File: config.mk
export PLATFORM = sky130hd
export DESIGN_NAME = sso_status_output
export DESIGN_NICKNAME = d
export VERILOG_FILES = /design/src/pkg/sso_pkg.sv /design/src/rtl/sso_status_output.sv
export SDC_FILE = /design/constraint.sdc
export NUM_CORES = 1
export LEC_CHECK = 0
export BUFFER_PORTS_ARGS = -buffer_cell sky130_fd_sc_hd__buf_4
export CORE_MARGIN = 2
export CORE_UTILIZATION = 40
export CTS_BUF_LIST = sky130_fd_sc_hd__clkbuf_4 sky130_fd_sc_hd__clkbuf_8
export DETAILED_ROUTE_END_ITERATION = 16
export HOLD_SLACK_MARGIN = 0.02
export PLACE_DENSITY_LB_ADDON = 0.05
export SYNTH_ARGS = -nofsm -noshare
export SYNTH_HDL_FRONTEND = slang
export SYNTH_SLANG_ARGS = --single-unit
File: constraint.sdc
create_clock -name clock -period 10 [get_ports clock]
set_clock_uncertainty 0.05 [all_clocks]
set_input_delay 3 -clock clock [delete_from_list [all_inputs] [get_ports clock]]
set_output_delay 3 -clock clock [all_outputs]
set_load 0.02 [all_outputs]
File: src/pkg/sso_pkg.sv
// Constants, field layout and carrier types of the servo status output block.
// Assumes a 20 MHz core clock and 32-bit AXI4-Lite register access.
package sso_pkg;
   localparam int unsigned CLK_HZ = 20_000_000;
   localparam real STARTUP_S = 1.5;
   // Longest time, so the cycle count rounds down
   localparam int unsigned STARTUP_CYC = $rtoi(STARTUP_S * CLK_HZ);
   localparam logic [15:0] ZS_DEFAULT = 16'h0032;
   localparam logic [15:0] ZS_HYST = 16'h0014;
   localparam int ADDR_W = 8;
   localparam logic [7:0] ADDR_CTRL = 8'h00;
   localparam logic [7:0] ADDR_STAT = 8'h04;
   localparam logic [7:0] ADDR_IRQ_STAT = 8'h08;
   localparam logic [7:0] ADDR_IRQ_EN = 8'h0C;
   localparam logic [7:0] ADDR_IRQ_CLR = 8'h10;
   localparam logic [31:0] CTRL_RESET = {16'h0000, ZS_DEFAULT};
   localparam int CTRL_ACD_BIT = 16;
   localparam int CTRL_BRK_BIT = 17;
   localparam int CTRL_SPD_BIT = 18;
   localparam int CTRL_WSEL_LSB = 20;
   localparam int CTRL_BSEL_LSB = 22;
   localparam logic [1:0] SEL_NONE = 2'h0;
   localparam int ST_ZS = 0;
   localparam int ST_BRK = 1;
   localparam int ST_WNG = 2;
   localparam int ST_BAT = 3;
   localparam int ST_ALM = 4;
   localparam int ST_RDY = 5;
   localparam int ST_RUN = 6;
   localparam int ST_CODE_LSB = 8;
   localparam int IRQ_W = 4;
   localparam int PIN_READY = 0;
   localparam int PIN_ZS = 1;
   localparam int PIN_POS = 2;
   localparam logic [1:0] RESP_OKAY = 2'h0;
   localparam logic [1:0] RESP_SLVERR = 2'h2;
   localparam logic [2:0] ACD_FATAL = 3'h0;
   localparam logic [2:0] ACD_OVERVOLT = 3'h1;
   localparam logic [2:0] ACD_UNDERVOLT = 3'h2;
   localparam logic [2:0] ACD_OVERLOAD = 3'h3;
   localparam logic [2:0] ACD_MAIN = 3'h4;
   localparam logic [2:0] ACD_POSERR = 3'h5;
   localparam logic [2:0] ACD_ENCODER = 3'h6;
   typedef enum logic [2:0] {
      CAUSE_FATAL = 3'h0, CAUSE_OVERVOLT = 3'h1, CAUSE_UNDERVOLT = 3'h2, CAUSE_OVERLOAD = 3'h3,
      CAUSE_MAIN = 3'h4, CAUSE_POSERR = 3'h5, CAUSE_ENCODER = 3'h6
   } sso_cause_t;
   typedef enum logic [1:0] {PH_BOOT = 2'b01, PH_RUN = 2'b10} sso_phase_t;
   typedef struct packed {
      logic servoOn;
      logic ampReady;
      logic inPosition;
      logic speedReached;
      logic alarmActive;
      sso_cause_t alarmCause;
      logic warningActive;
      logic batteryCableBreakWarning;
      logic batteryLowWarning;
   } sso_status_t;
endpackage

File: src/rtl/sso_status_output.sv
// Status output logic: zero speed, brake interlock, warnings and alarm code on three shared pins.
// Assumes status inputs and motor speed synchronous to clock; AXI4-Lite master keeps the protocol.
// Operation
// Zero-speed flag set when speed magnitude is at or below level, default 50.
// Zero-speed level comes from a writable threshold setting.
// Hysteresis of 20 r/min; flag holds until magnitude reaches level plus 20.
// Default: flag clears at 70 r/min either direction, sets again at 50.
// Brake interlock drops when servo is off or any alarm is present.
// When enabled, brake interlock replaces the zero-speed flag on its pin.
// Warning outputs appear only on a selected pin, replacing its old signal.
// Warning output is on whenever any warning is active; the code holds it off until the power-on window ends.
// Without warning, warning output is inactive within 1.5 s of power-on.
// Battery warning on for cable-break or battery-low warning.
// Without battery warning, its output is inactive within 1.5 s of power-on.
// With alarm code enabled and alarm active, shared pins carry the code.
// Code 000 for fatal internal faults; first shared pin is the MSB.
// Codes: overvoltage 001, undervoltage 010, main circuit 100, position faults 101.
// Ready is on when servo is on and the amplifier is ready.
// Brake interlock on only while servo is on and no alarm.
`timescale 1ns/1ps
module sso_status_output
   import sso_pkg::*;
#(
   parameter int unsigned STARTUP_CYCLES = STARTUP_CYC
) (
   input wire logic clock,
   input wire logic rst_b,
   input wire logic [15:0] motorSpeed,
   input wire sso_status_t status,
   input wire logic s_axi_awvalid,
   output logic s_axi_awready,
   input wire logic [ADDR_W-1:0] s_axi_awaddr,
   input wire logic s_axi_wvalid,
   output logic s_axi_wready,
   input wire logic [31:0] s_axi_wdata,
   input wire logic [3:0] s_axi_wstrb,
   output logic s_axi_bvalid,
   input wire logic s_axi_bready,
   output logic [1:0] s_axi_bresp,
   input wire logic s_axi_arvalid,
   output logic s_axi_arready,
   input wire logic [ADDR_W-1:0] s_axi_araddr,
   output logic s_axi_rvalid,
   input wire logic s_axi_rready,
   output logic [31:0] s_axi_rdata,
   output logic [1:0] s_axi_rresp,
   output logic [2:0] sharedPin,
   output logic irq
);
   sso_phase_t phase;
   logic [31:0] startCnt;
   logic [31:0] ctrl;
   logic [IRQ_W-1:0] irqStat;
   logic [IRQ_W-1:0] irqEn;
   logic [IRQ_W-1:0] lvlPrev;
   logic zeroSpeed;
   logic next_zeroSpeed;
   logic [15:0] speedMag;
   logic [15:0] threshold;
   logic [16:0] offLevel;
   logic running;
   logic readyFlag;
   logic brakeInterlock;
   logic warningFlag;
   logic batteryWarningFlag;
   logic [2:0] alarmCode;
   logic [2:0] next_sharedPin;
   logic [1:0] warnSel;
   logic [1:0] battSel;
   logic codeOut;
   logic [IRQ_W-1:0] lvlNow;
   logic [IRQ_W-1:0] clrMask;
   logic awHeld;
   logic wHeld;
   logic [ADDR_W-1:0] awAddr;
   logic [31:0] wData;
   logic [3:0] wStrb;
   logic doWrite;
   logic [ADDR_W-1:0] wrWord;
   logic [ADDR_W-1:0] rdWord;

   function automatic logic [31:0] merge(input logic [31:0] old, input logic [31:0] data,
                                         input logic [3:0] strb);
      logic [31:0] res;
      res = old;
      for (int i = 0; i < 4; i++) begin
         if (strb[i]) begin
            res[i*8 +: 8] = data[i*8 +: 8];
         end
      end
      return res;
   endfunction

   // Power-on settle window: warning pins held off until it ends
   always_ff @(posedge clock) begin
      if (!rst_b) begin
         phase <= PH_BOOT;
         startCnt <= '0;
      end else begin
         case (phase)
            PH_BOOT: begin
               if (startCnt >= 32'(STARTUP_CYCLES - 1)) begin
                  phase <= PH_RUN;
               end else begin
                  startCnt <= startCnt + 32'h0000_0001;
               end
            end
            PH_RUN: phase <= PH_RUN;
            default: phase <= PH_BOOT;
         endcase
      end
   end
   assign running = (phase == PH_RUN);

   assign threshold = ctrl[15:0];
   assign speedMag = motorSpeed[15] ? (~motorSpeed + 16'h0001) : motorSpeed;
   // Widened so a large threshold cannot wrap the release level
   assign offLevel = {1'b0, threshold} + {1'b0, ZS_HYST};

   always_comb begin
      next_zeroSpeed = zeroSpeed;
      if (zeroSpeed) begin
         if ({1'b0, speedMag} >= offLevel) begin
            next_zeroSpeed = 1'b0;
         end
      end else if (speedMag <= threshold) begin
         next_zeroSpeed = 1'b1;
      end
   end

   always_ff @(posedge clock) begin
      if (!rst_b) begin
         zeroSpeed <= 1'b0;
      end else begin
         zeroSpeed <= next_zeroSpeed;
      end
   end

   assign readyFlag = status.servoOn & status.ampReady;
   assign brakeInterlock = status.servoOn & ~status.alarmActive;
   assign warningFlag = running & status.warningActive;
   assign batteryWarningFlag = running & (status.batteryCableBreakWarning | status.batteryLowWarning);

   always_comb begin
      case (status.alarmCause)
         CAUSE_FATAL: alarmCode = ACD_FATAL;
         CAUSE_OVERVOLT: alarmCode = ACD_OVERVOLT;
         CAUSE_UNDERVOLT: alarmCode = ACD_UNDERVOLT;
         CAUSE_OVERLOAD: alarmCode = ACD_OVERLOAD;
         CAUSE_MAIN: alarmCode = ACD_MAIN;
         CAUSE_POSERR: alarmCode = ACD_POSERR;
         CAUSE_ENCODER: alarmCode = ACD_ENCODER;
         default: alarmCode = ACD_FATAL;
      endcase
   end

   assign warnSel = ctrl[CTRL_WSEL_LSB +: 2];
   assign battSel = ctrl[CTRL_BSEL_LSB +: 2];
   assign codeOut = ctrl[CTRL_ACD_BIT] & status.alarmActive;

   always_comb begin
      next_sharedPin[PIN_READY] = readyFlag;
      next_sharedPin[PIN_ZS] = ctrl[CTRL_BRK_BIT] ? brakeInterlock : zeroSpeed;
      next_sharedPin[PIN_POS] = ctrl[CTRL_SPD_BIT] ? status.speedReached : status.inPosition;
      // Battery wins if both warnings pick the same pin
      if (warnSel != SEL_NONE) begin
         next_sharedPin[warnSel - 2'h1] = warningFlag;
      end
      if (battSel != SEL_NONE) begin
         next_sharedPin[battSel - 2'h1] = batteryWarningFlag;
      end
      if (codeOut) begin
         next_sharedPin[PIN_READY] = alarmCode[2];
         next_sharedPin[PIN_ZS] = alarmCode[1];
         next_sharedPin[PIN_POS] = alarmCode[0];
      end
   end

   always_ff @(posedge clock) begin
      if (!rst_b) begin
         sharedPin <= '0;
      end else begin
         sharedPin <= next_sharedPin;
      end
   end

   // Interrupts: rising edges of zero speed, alarm, warning and battery warning, set wins over clear
   assign lvlNow = {batteryWarningFlag, warningFlag, status.alarmActive, zeroSpeed};
   assign clrMask = (doWrite && wrWord == ADDR_IRQ_CLR && wStrb[0]) ? wData[IRQ_W-1:0] : '0;

   always_ff @(posedge clock) begin
      if (!rst_b) begin
         lvlPrev <= '0;
         irqStat <= '0;
      end else begin
         lvlPrev <= lvlNow;
         irqStat <= (irqStat & ~clrMask) | (lvlNow & ~lvlPrev);
      end
   end
   assign irq = |(irqStat & irqEn);

   // AXI4-Lite write: address and data taken in either order
   assign s_axi_awready = ~awHeld & ~s_axi_bvalid;
   assign s_axi_wready = ~wHeld & ~s_axi_bvalid;
   assign doWrite = awHeld & wHeld & ~s_axi_bvalid;
   assign wrWord = {awAddr[ADDR_W-1:2], 2'b00};

   always_ff @(posedge clock) begin
      if (!rst_b) begin
         awHeld <= 1'b0;
         wHeld <= 1'b0;
         awAddr <= '0;
         wData <= '0;
         wStrb <= '0;
         s_axi_bvalid <= 1'b0;
         s_axi_bresp <= RESP_OKAY;
      end else begin
         if (s_axi_awvalid && s_axi_awready) begin
            awHeld <= 1'b1;
            awAddr <= s_axi_awaddr;
         end
         if (s_axi_wvalid && s_axi_wready) begin
            wHeld <= 1'b1;
            wData <= s_axi_wdata;
            wStrb <= s_axi_wstrb;
         end
         if (doWrite) begin
            awHeld <= 1'b0;
            wHeld <= 1'b0;
            s_axi_bvalid <= 1'b1;
            case (wrWord)
               ADDR_CTRL, ADDR_STAT, ADDR_IRQ_STAT, ADDR_IRQ_EN, ADDR_IRQ_CLR: s_axi_bresp <= RESP_OKAY;
               default: s_axi_bresp <= RESP_SLVERR;
            endcase
         end else if (s_axi_bvalid && s_axi_bready) begin
            s_axi_bvalid <= 1'b0;
         end
      end
   end

   always_ff @(posedge clock) begin
      if (!rst_b) begin
         ctrl <= CTRL_RESET;
         irqEn <= '0;
      end else if (doWrite) begin
         if (wrWord == ADDR_CTRL) begin
            ctrl <= merge(ctrl, wData, wStrb);
         end
         if (wrWord == ADDR_IRQ_EN && wStrb[0]) begin
            irqEn <= wData[IRQ_W-1:0];
         end
      end
   end

   // AXI4-Lite read: one outstanding, data captured at address handshake
   assign s_axi_arready = ~s_axi_rvalid;
   assign rdWord = {s_axi_araddr[ADDR_W-1:2], 2'b00};

   always_ff @(posedge clock) begin
      if (!rst_b) begin
         s_axi_rvalid <= 1'b0;
         s_axi_rdata <= '0;
         s_axi_rresp <= RESP_OKAY;
      end else if (s_axi_arvalid && s_axi_arready) begin
         s_axi_rvalid <= 1'b1;
         s_axi_rresp <= RESP_OKAY;
         s_axi_rdata <= '0;
         case (rdWord)
            ADDR_CTRL: s_axi_rdata <= ctrl;
            ADDR_STAT: begin
               s_axi_rdata[ST_ZS] <= zeroSpeed;
               s_axi_rdata[ST_BRK] <= brakeInterlock;
               s_axi_rdata[ST_WNG] <= warningFlag;
               s_axi_rdata[ST_BAT] <= batteryWarningFlag;
               s_axi_rdata[ST_ALM] <= status.alarmActive;
               s_axi_rdata[ST_RDY] <= readyFlag;
               s_axi_rdata[ST_RUN] <= running;
               s_axi_rdata[ST_CODE_LSB +: 3] <= alarmCode;
            end
            ADDR_IRQ_STAT: s_axi_rdata[IRQ_W-1:0] <= irqStat;
            ADDR_IRQ_EN: s_axi_rdata[IRQ_W-1:0] <= irqEn;
            ADDR_IRQ_CLR: s_axi_rdata <= '0;
            default: s_axi_rresp <= RESP_SLVERR;
         endcase
      end else if (s_axi_rvalid && s_axi_rready) begin
         s_axi_rvalid <= 1'b0;
      end
   end
endmodule

# Word level (Yosys, flattened, before mapping)
# Index checks and enable logic that the tools add are counted.
[totals]
regBits = 166
output_inout_bits = 45
word_cells = 130
[classes]
add_sub_neg = 5
n_lt_le_gt_ge = 7
eq_ne = 17
n_mux = 30
n_bitwise = 24
n_reduce_logical = 26
[op_table]
columns = ["cell", "count"]
rows = [
  ["32-bit by 1-bit adder with 32-bit output (second input constant)", 1],
  ["32-bit by 25-bit greater-or-equal comparator with 1-bit output (second input constant)", 1],
  ["6-bit by 2-bit equality test with 1-bit output (second input constant)", 4],
  ["21-bit 2-to-1 mux", 1],
  ["3-bit case mux with 6 select lines", 1],
  ["16-bit by 5-bit adder with 17-bit output (second input constant)", 1],
  ["16-bit by 17-bit greater-or-equal comparator with 1-bit output", 1],
  ["16-bit by 1-bit adder with 16-bit output (second input constant)", 1],
  ["16-bit less-or-equal comparator", 1],
  ["8-bit logical NOT", 2],
  ["16-bit 2-to-1 mux", 1],
  ["16-bit NOT", 1],
  ["4-bit case mux with 4 select lines", 1],
  ["4-bit AND", 3],
  ["6-bit by 1-bit equality test with 1-bit output (second input constant)", 2],
  ["6-bit by 3-bit equality test with 1-bit output (second input constant)", 2],
  ["1-bit 2-to-1 mux", 12],
  ["3-bit case mux with 2 select lines", 2],
  ["3-bit AND reduction", 4],
  ["1-bit logical AND", 10],
  ["5-bit OR reduction", 2],
  ["1-bit AND", 9],
  ["3-bit equality test (second input constant)", 3],
  ["3-bit 2-to-1 mux", 3],
  ["21 further kinds", 40],
]

# Depth between registers and ports, before layout
# Gate-level depths: netlist of run 1.
[depth]
ltp_word = 10
ltp_mapped = 14
depth_no_buf = 14

# Worst setup path after synthesis of run 1
# No wires, ideal clock.
[synth_path]
kind = "input-to-reg"
startpoint = "in motorSpeed[0]"
endpoint = "reg zeroSpeed"
setup_time_ns = 0.139
arrival_ns = 5.435
t_required_ns = 9.811
slack_ns = 4.375
path_stages = 14
cell_sequence = "inv_1 -> ha_1 -> nand2_1 -> or3_1 -> o21ai_0 -> nand2_1 -> xor2_1 -> ha_1 -> nand4_1 -> or2_2 -> o41ai_1 -> a21oi_1 -> o21ai_0 -> a221oi_1"
[synth_via]
elab_chain_cells = 6
[synth_rtl]
columns = ["item", "line_no", "source"]
rows = [
  ["start: declaration", "sso_status_output.sv:28", "input wire logic [15:0] motorSpeed,"],
  ["16-bit NOT", "sso_status_output.sv:116", "assign speedMag = motorSpeed[15] ? (~motorSpeed + 16'h0001) : motorSpeed;"],
  ["16-bit by 1-bit adder with 16-bit output", "sso_status_output.sv:116", ""],
  ["16-bit 2-to-1 mux *", "sso_status_output.sv:116", ""],
  ["16-bit by 17-bit greater-or-equal comparator with 1-bit output or 16-bit less-or-equal comparator (tied branches)", "sso_status_output.sv:123, sso_status_output.sv:126", ""],
  ["1-bit 2-to-1 mux (on tied branches)", "sso_status_output.sv:123, sso_status_output.sv:126", ""],
  ["1-bit 2-to-1 mux *", "sso_status_output.sv:122", "if (zeroSpeed) begin"],
  ["end signal: assignment", "sso_status_output.sv:135", "zeroSpeed <= next_zeroSpeed;"],
  ["end: declaration", "sso_status_output.sv:56", "logic zeroSpeed;"],
]
# Mark *: on every way between the ends. The rest lies on a longest branch, timed or not.
# A chain may end at the register's enable or synchronous reset.

# Final worst setup path of run 1
# Ends and elaborated chain as after synthesis.

==> impl_metrics.json, run 1 <==
{
  "status": "completed",
  "hold_viol_final": 0,
  "htree_num_levels": 4,
  "fin_nets": 1160,
  "crit_path_top_delay_cell": "o41ai_1",
  "final_max_slew_viol_count": 0,
  "gp_congestion": 0.796,
  "layout_common_cells": "nand2_1, dfxtp_1, buf_4, a21oi_1, nand3_1",
  "synth-compound-area-share_pct": 16.4,
  "path_cells": "buf_4 -> inv_1 -> ha_1 -> nand2_1 -> or3_1 -> o21ai_0 -> nand2_1 -> xor2_1 -> ha_1 -> nand4_1 -> or2_2 -> o41ai_1 -> a21oi_1 -> o21ai_0 -> a221oi_1",
  "core_area_mm2": 0.0188,
  "dr.pass1.iters": 5,
  "synth_edf_count": 0,
  "crit_required_ps": 10230,
  "cp_num_buf_inv": 2,
  "cts.sinks": 162,
  "crit_path_end_kind": "register",
  "cts_root_buffer": "clkbuf_8",
  "grt_pass1_vias": 6098,
  "vias": 6764,
  "synthArstFlopShare_pct": 0,
  "clk_path_buf_depth": 2,
  "synth_flop_cell": "dfxtp_1",
  "synth_cell_types": 60,
  "powerDensity_mw_per_mm2": 150,
  "gr-total-overflow": 0,
  "antenna_found_initial": 0,
  "hold_buffers": 0,
  "wire_per_inst_um": 15.4,
  "synth_xor_area_share_pct": 3.32,
  "dp.cells": 1254,
  "total_power_w": 0.00137,
  "routed_wl_um": 19800,
  "row_count": 50,
  "synth_top_area_share_pct": 42.4,
  "rsz0062_at_grt": "no",
  "crit_arrival_ps": 6030,
  "drc": 0,
  "cts.repair.resized": 0,
  "critical_path.max_stage_delay_ps": 470,
  "yosys_warnings": 0,
  "slew_headroom_pct": 38.4,
  "grt_max_degree": 86,
  "ys_top_cells_by_area": "dfxtp_1, nand2_1, a21oi_1",
  "tns_ps": 0,
  "yosys.area.top_type": "dfxtp_1",
  "synth_seq_cells": 162,
  "layout_commonest_cell": "nand2_1",
  "crit_family": "compound AO/OA/AOI/OAI gates",
  "fin_crit_ps": 5790,
  "dp_slack_ps": 3770,
  "synth_top_family_by_area": "simple AND/OR/NAND/NOR gates",
  "seq_area_frac_synth_pct": 42.4,
  "ios": 131,
  "synth_fa_ha_area_share_pct": 5.72,
  "cts_tree": "done",
  "post_drt_via_cell_ratio": 5.26,
  "layoutNonFillerInstCount": 1286,
  "final-setup-viol-count": 0,
  "grt_pass1_wl_um": 31600,
  "fp.dieW_um": 142,
  "worst_pin_slew_ps": 923,
  "die-area_mm2": 0.0203,
  "cts_setup_buffers": 0,
  "path_max_fanout": 3,
  "initial_core_util_pct": 40.8,
  "setup_slack_ps": 4210,
  "fmax_ghz": 0.173,
  "port_buffers": 124,
  "start_kind": "primary input",
  "path_class": "primary input to register",
  "synth-simple-area-share_pct": 24.5,
  "ant_nets": 0,
  "cap_viol_max_count": 0,
  "drt-initial-drc-count": 414,
  "syn_to_final_growth_pct": 19.6,
  "post-dp-hpwl_um": 14000,
  "globalRouteTotalUtil_pct": 19.8,
  "synth_area_mm2": 0.00765,
  "holdWs_ps": 407,
  "clk_pin_slew_ps": 100,
  "worstSkewPairLatency_ps": 470,
  "hold_class": "register to register",
  "synth_cells": 936,
  "antennaDiodeCount": 0,
  "syn_avg_cell_area_um2": 8.18,
  "drive_gt1_share_pct": 17.1,
  "numCtsBuffers": 17,
  "p_leak_nw": 3.45,
  "synthMuxAreaShare_pct": 3.38,
  "fp.dieH_um": 142,
  "ir_drop_mv": 0.0800,
  "period_share_pct": 57.9
}
-- routing by layer --
layer / track usage (%) / up-vias / routed length (um)
li1: - / 3496 / -
met1: 27.7 / 3106 / 9520
met2: 30.8 / 149 / 9040
met3: 4.91 / 13 / 1030
met4: 4.85 / 0 / 176
met5: 0 / - / 0
-- synth_stat cells, types with 2 or more instances --
| library cell | instances |
|---|---|
| o31ai_1 | 5 |
| nand3b_1 | 2 |
| mux4_2 | 3 |
| buf_4 | 5 |
| o21ai_0 | 24 |
| nand4_1 | 14 |
| nor2b_1 | 8 |
| o21a_1 | 4 |
| nor4_1 | 5 |
| xor2_1 | 7 |
| a21oi_1 | 116 |
| nor3_1 | 14 |
| a211oi_1 | 5 |
| inv_1 | 33 |
| xnor2_1 | 22 |
| o211ai_1 | 10 |
| a22oi_1 | 6 |
| buf_2 | 2 |
| nand2_1 | 168 |
| a21boi_0 | 4 |
| a21o_1 | 2 |
| o2111ai_1 | 2 |
| ha_1 | 35 |
| a31oi_1 | 6 |
| buf_1 | 2 |
| nor3_2 | 2 |
| nand3_1 | 68 |
| or2_2 | 3 |
| or3_1 | 13 |
| dfxtp_1 | 162 |
| clkbuf_1 | 38 |
| nor2_1 | 65 |
| and3_1 | 2 |
| nand2b_1 | 7 |
| a221oi_1 | 8 |
| o41ai_1 | 3 |
| mux2i_1 | 18 |
| or4_1 | 9 |
| nor4b_1 | 2 |
| and2_1 | 12 |
-- worst register-to-register path: cells and delay by family, from the launching register on --
family                     cells  cell delay, ps
adders and majority gates      2             560
DFF                            1             470
and+or+nand+nor                4            1030
AOI/OAI and AO/OA              5            1030
xor gates and xnor gates       1             140
-- worst paths after layout --
kind / slack (ps) / to / from / cells after the start
setup / recovery: 4210 / zeroSpeed / motorSpeed[0] / 15
setup reg to reg: 6540 / zeroSpeed / ctrl[2] / 12
hold / removal: 410 / s_axi_rdata[11] / s_axi_rdata[11] / 2
hold reg to reg: 410 / s_axi_rdata[11] / s_axi_rdata[11] / 2
-- through the flow --
stage | area (um^2) | util, %
floorplan | 7660 | -
global placement | 8740 | 46.6
detailed placement | 8740 | 46.6
CTS | 9150 | 48.8
global route | 9150 | 48.8
finish | 9150 | 48.8
-- layout make-up --
class	count	area, um^2
Multi-Input combinational cell	694	4100
Fill cell	1955	9620
Timing Repair Buffer	131	983
Tap cell	234	293
Inverter	33	126
Clock buffer	18	248
Sequential cell	162	3240
Clock inverter	14	161
-- flip-flops by register name (all words and copies together) (netlist names) --
register,flops
irqStat,4
s_axi_bvalid,1
s_axi_bresp,1
wStrb,4
lvlPrev,4
s_axi_rresp,1
wData,32
s_axi_rvalid,1
awHeld,1
irqEn,4
phase,2
zeroSpeed,1
startCnt,32
ctrl,32
wHeld,1
awAddr,6
sharedPin,3
s_axi_rdata,32
-- power breakdown --
part	leakage [nW]	internal [W]	total [W]	switching [W]
sequential	1.32	0.000670	0.000692	0.0000214
combinational	1.93	0.0000784	0.000190	0.000111
clock	0.212	0.000219	0.000493	0.000275
total	3.45	0.000968	0.00137	0.000407
-- kinds of logic after synthesis --
kind of cell	Yosys count
compound gates	207
xor+xnor	29
fa+ha+maj	35
buf+inv	81
flops	162
mux	22
other cells	1
simple gates	399
Power figures use the tool's default switching activity.
==> inputs of run 2 (changes only) <==
==> constraint.sdc (replaced) <==
create_clock -name clock -period 5 [get_ports clock]
set_clock_uncertainty 0.05 [all_clocks]
set_input_delay 1.5 -clock clock [delete_from_list [all_inputs] [get_ports clock]]
set_output_delay 1.5 -clock clock [all_outputs]
set_load 0.02 [all_outputs]
==> run 2 against run 1 <==
Compared with the run above: core utilization is 0.23 points lower; total power is 92% higher; setup slack worse by 3300 ps; cell area is 0.48% lower; sequential share of layout area is 0.17 points higher; critical path depth is 1 lower; count of clock-buffer cells in the layout is 1 higher; highest routed layer unchanged.
==> impl_metrics.json, run 2 (synthesis gave the netlist of run 1 again) <==
{
  "syn_to_final_growth_pct": 19.0,
  "cap_viol_max_count": 0,
  "multi_input_area_mm2": 0.00410,
  "final-setup-viol-count": 0,
  "port_buffers": 124,
  "final_max_slew_viol_count": 0,
  "seq_power_share_pct": 52.4,
  "n_fill_cell": 1934,
  "start_kind": "primary input",
  "fp.dieH_um": 142,
  "core_area_mm2": 0.0188,
  "rsz0062_at_grt": "no",
  "antennaDiodeCount": 0,
  "crit_arrival_ps": 4290,
  "routed_wl_um": 19600,
  "htree_num_levels": 4,
  "dp_slack_ps": 442,
  "post-dp-hpwl_um": 13900,
  "tns_ps": 0,
  "clkPwrFrac_pct": 33.2,
  "crit_path_end_kind": "register",
  "powerDensity_mw_per_mm2": 290,
  "antenna_found_initial": 0,
  "die-area_mm2": 0.0203,
  "drc": 0,
  "globalRouteTotalUtil_pct": 19.9,
  "crit_path_top_delay_cell": "o41ai_1",
  "hold_buffers": 0,
  "cts_setup_buffers": 0,
  "path_class": "primary input to register",
  "ant_nets": 0,
  "power_frac_comb_pct": 14.4,
  "path_common_cell": "or3_1",
  "initial_core_util_pct": 40.8,
  "drt-initial-drc-count": 420,
  "wire_per_inst_um": 15.3,
  "power.switching_w": 0.000773,
  "vias": 6734,
  "worstSkewPairLatency_ps": 460,
  "drive_gt1_share_pct": 17.2,
  "grt_max_degree": 101,
  "cts.repair.resized": 0,
  "dr.pass1.iters": 5,
  "grt_pass1_wl_um": 31700,
  "clk_path_buf_depth": 2,
  "seqCellArea_mm2": 0.00324,
  "p_sw_share_pct": 29.3,
  "gr-total-overflow": 0,
  "hold_viol_final": 0,
  "cts_root_buffer": "clkbuf_8",
  "intPower_w": 0.00187,
  "critical_path.max_stage_delay_ps": 410,
  "worst_pin_slew_ps": 1050,
  "path_max_fanout": 3,
  "hold_class": "register to register",
  "ir_drop_mv": 0.173,
  "setup_slack_ps": 949,
  "grt_pass1_vias": 6177,
  "slew_headroom_pct": 29.7,
  "gp_congestion": 0.794,
  "fin_nets": 1161,
  "fp.dieW_um": 142,
  "period_share_pct": 81.0,
  "path_cells": "buf_4 -> nor2_1 -> nand3_1 -> or3_1 -> or3_1 -> nand2_1 -> xnor2_1 -> ha_1 -> nand4_1 -> or2_2 -> o41ai_1 -> a21oi_1 -> o21ai_0 -> a221oi_1",
  "numCtsBuffers": 17,
  "p_leak_nw": 3.41,
  "row_count": 50,
  "ios": 131,
  "crit_required_ps": 5240,
  "total_power_w": 0.00264,
  "layout_common_cells": "nand2_1, dfxtp_1, buf_4, a21oi_1, nand3_1",
  "post_drt_via_cell_ratio": 5.23,
  "fin_crit_ps": 4050,
  "cts_tree": "done",
  "cts.sinks": 162,
  "layout_commonest_cell": "nand2_1",
  "status": "completed",
  "fmax_ghz": 0.247,
  "clk_pin_slew_ps": 90
}
[run 2: worst paths after layout]
path	cells after the start	endpoint	start	slack (ps)
max	14	zeroSpeed	motorSpeed[3]	950
min	2	s_axi_rdata[11]	s_axi_rdata[11]	400
max reg2reg	12	zeroSpeed	ctrl[2]	1650
min reg2reg	2	s_axi_rdata[11]	s_axi_rdata[11]	400
[run 2: power groups by stage]
stage	clock (W)	combinational [W]	sequential, W
after floorplan	0	0.000243	0.00141
after global placement	0	0.000381	0.00141
after detailed placement	0	0.000381	0.00141
after CTS	0.000903	0.000383	0.00138
after global routing	0.000958	0.000429	0.00139
final	0.000875	0.000379	0.00138
[run 2: final cells by class]
| type | count | share of cell area (%) |
|---|---|---|
| Sequential cell | 162 | 35.6 |
| Inverter | 33 | 1.39 |
| Clock buffer | 19 | 2.80 |
| Clock inverter | 13 | 1.13 |
| Tap cell | 234 | 3.21 |
| Timing Repair Buffer | 132 | 10.9 |
| Multi-Input combinational cell | 694 | 45.0 |
[run 2: stage by stage]
stage               area, um^2  hold slack [ps]  instances  utilization, %
floorplan                 7660              380        937               -
global placement          8750              390       1255            46.6
detailed placement        8750              397       1255            46.6
CTS                       9110              409       1287            48.5
global route              9110              422       1287            48.5
finish                    9110              404       1287            48.5
[run 2: critical path, delay by kind of cell]
family | cells | cell delay, ps
AND/OR/NAND/NOR | 7 | 1510
AO/OA/AOI/OAI | 4 | 740
adder cells (fa/ha/maj) | 1 | 330
buffers and inverters | 1 | 120
XOR/XNOR | 1 | 90
[run 2: routing by layer]
metal	global-route usage (%)	vias up	wire length (um)	part of all wire [%]
met2	30.1	150	8620	44
li1	-	3488	-	-
met1	27.9	3075	9480	48
met3	5.25	21	1230	6.3
met5	0	-	0	0
met4	6.31	0	317	1.6
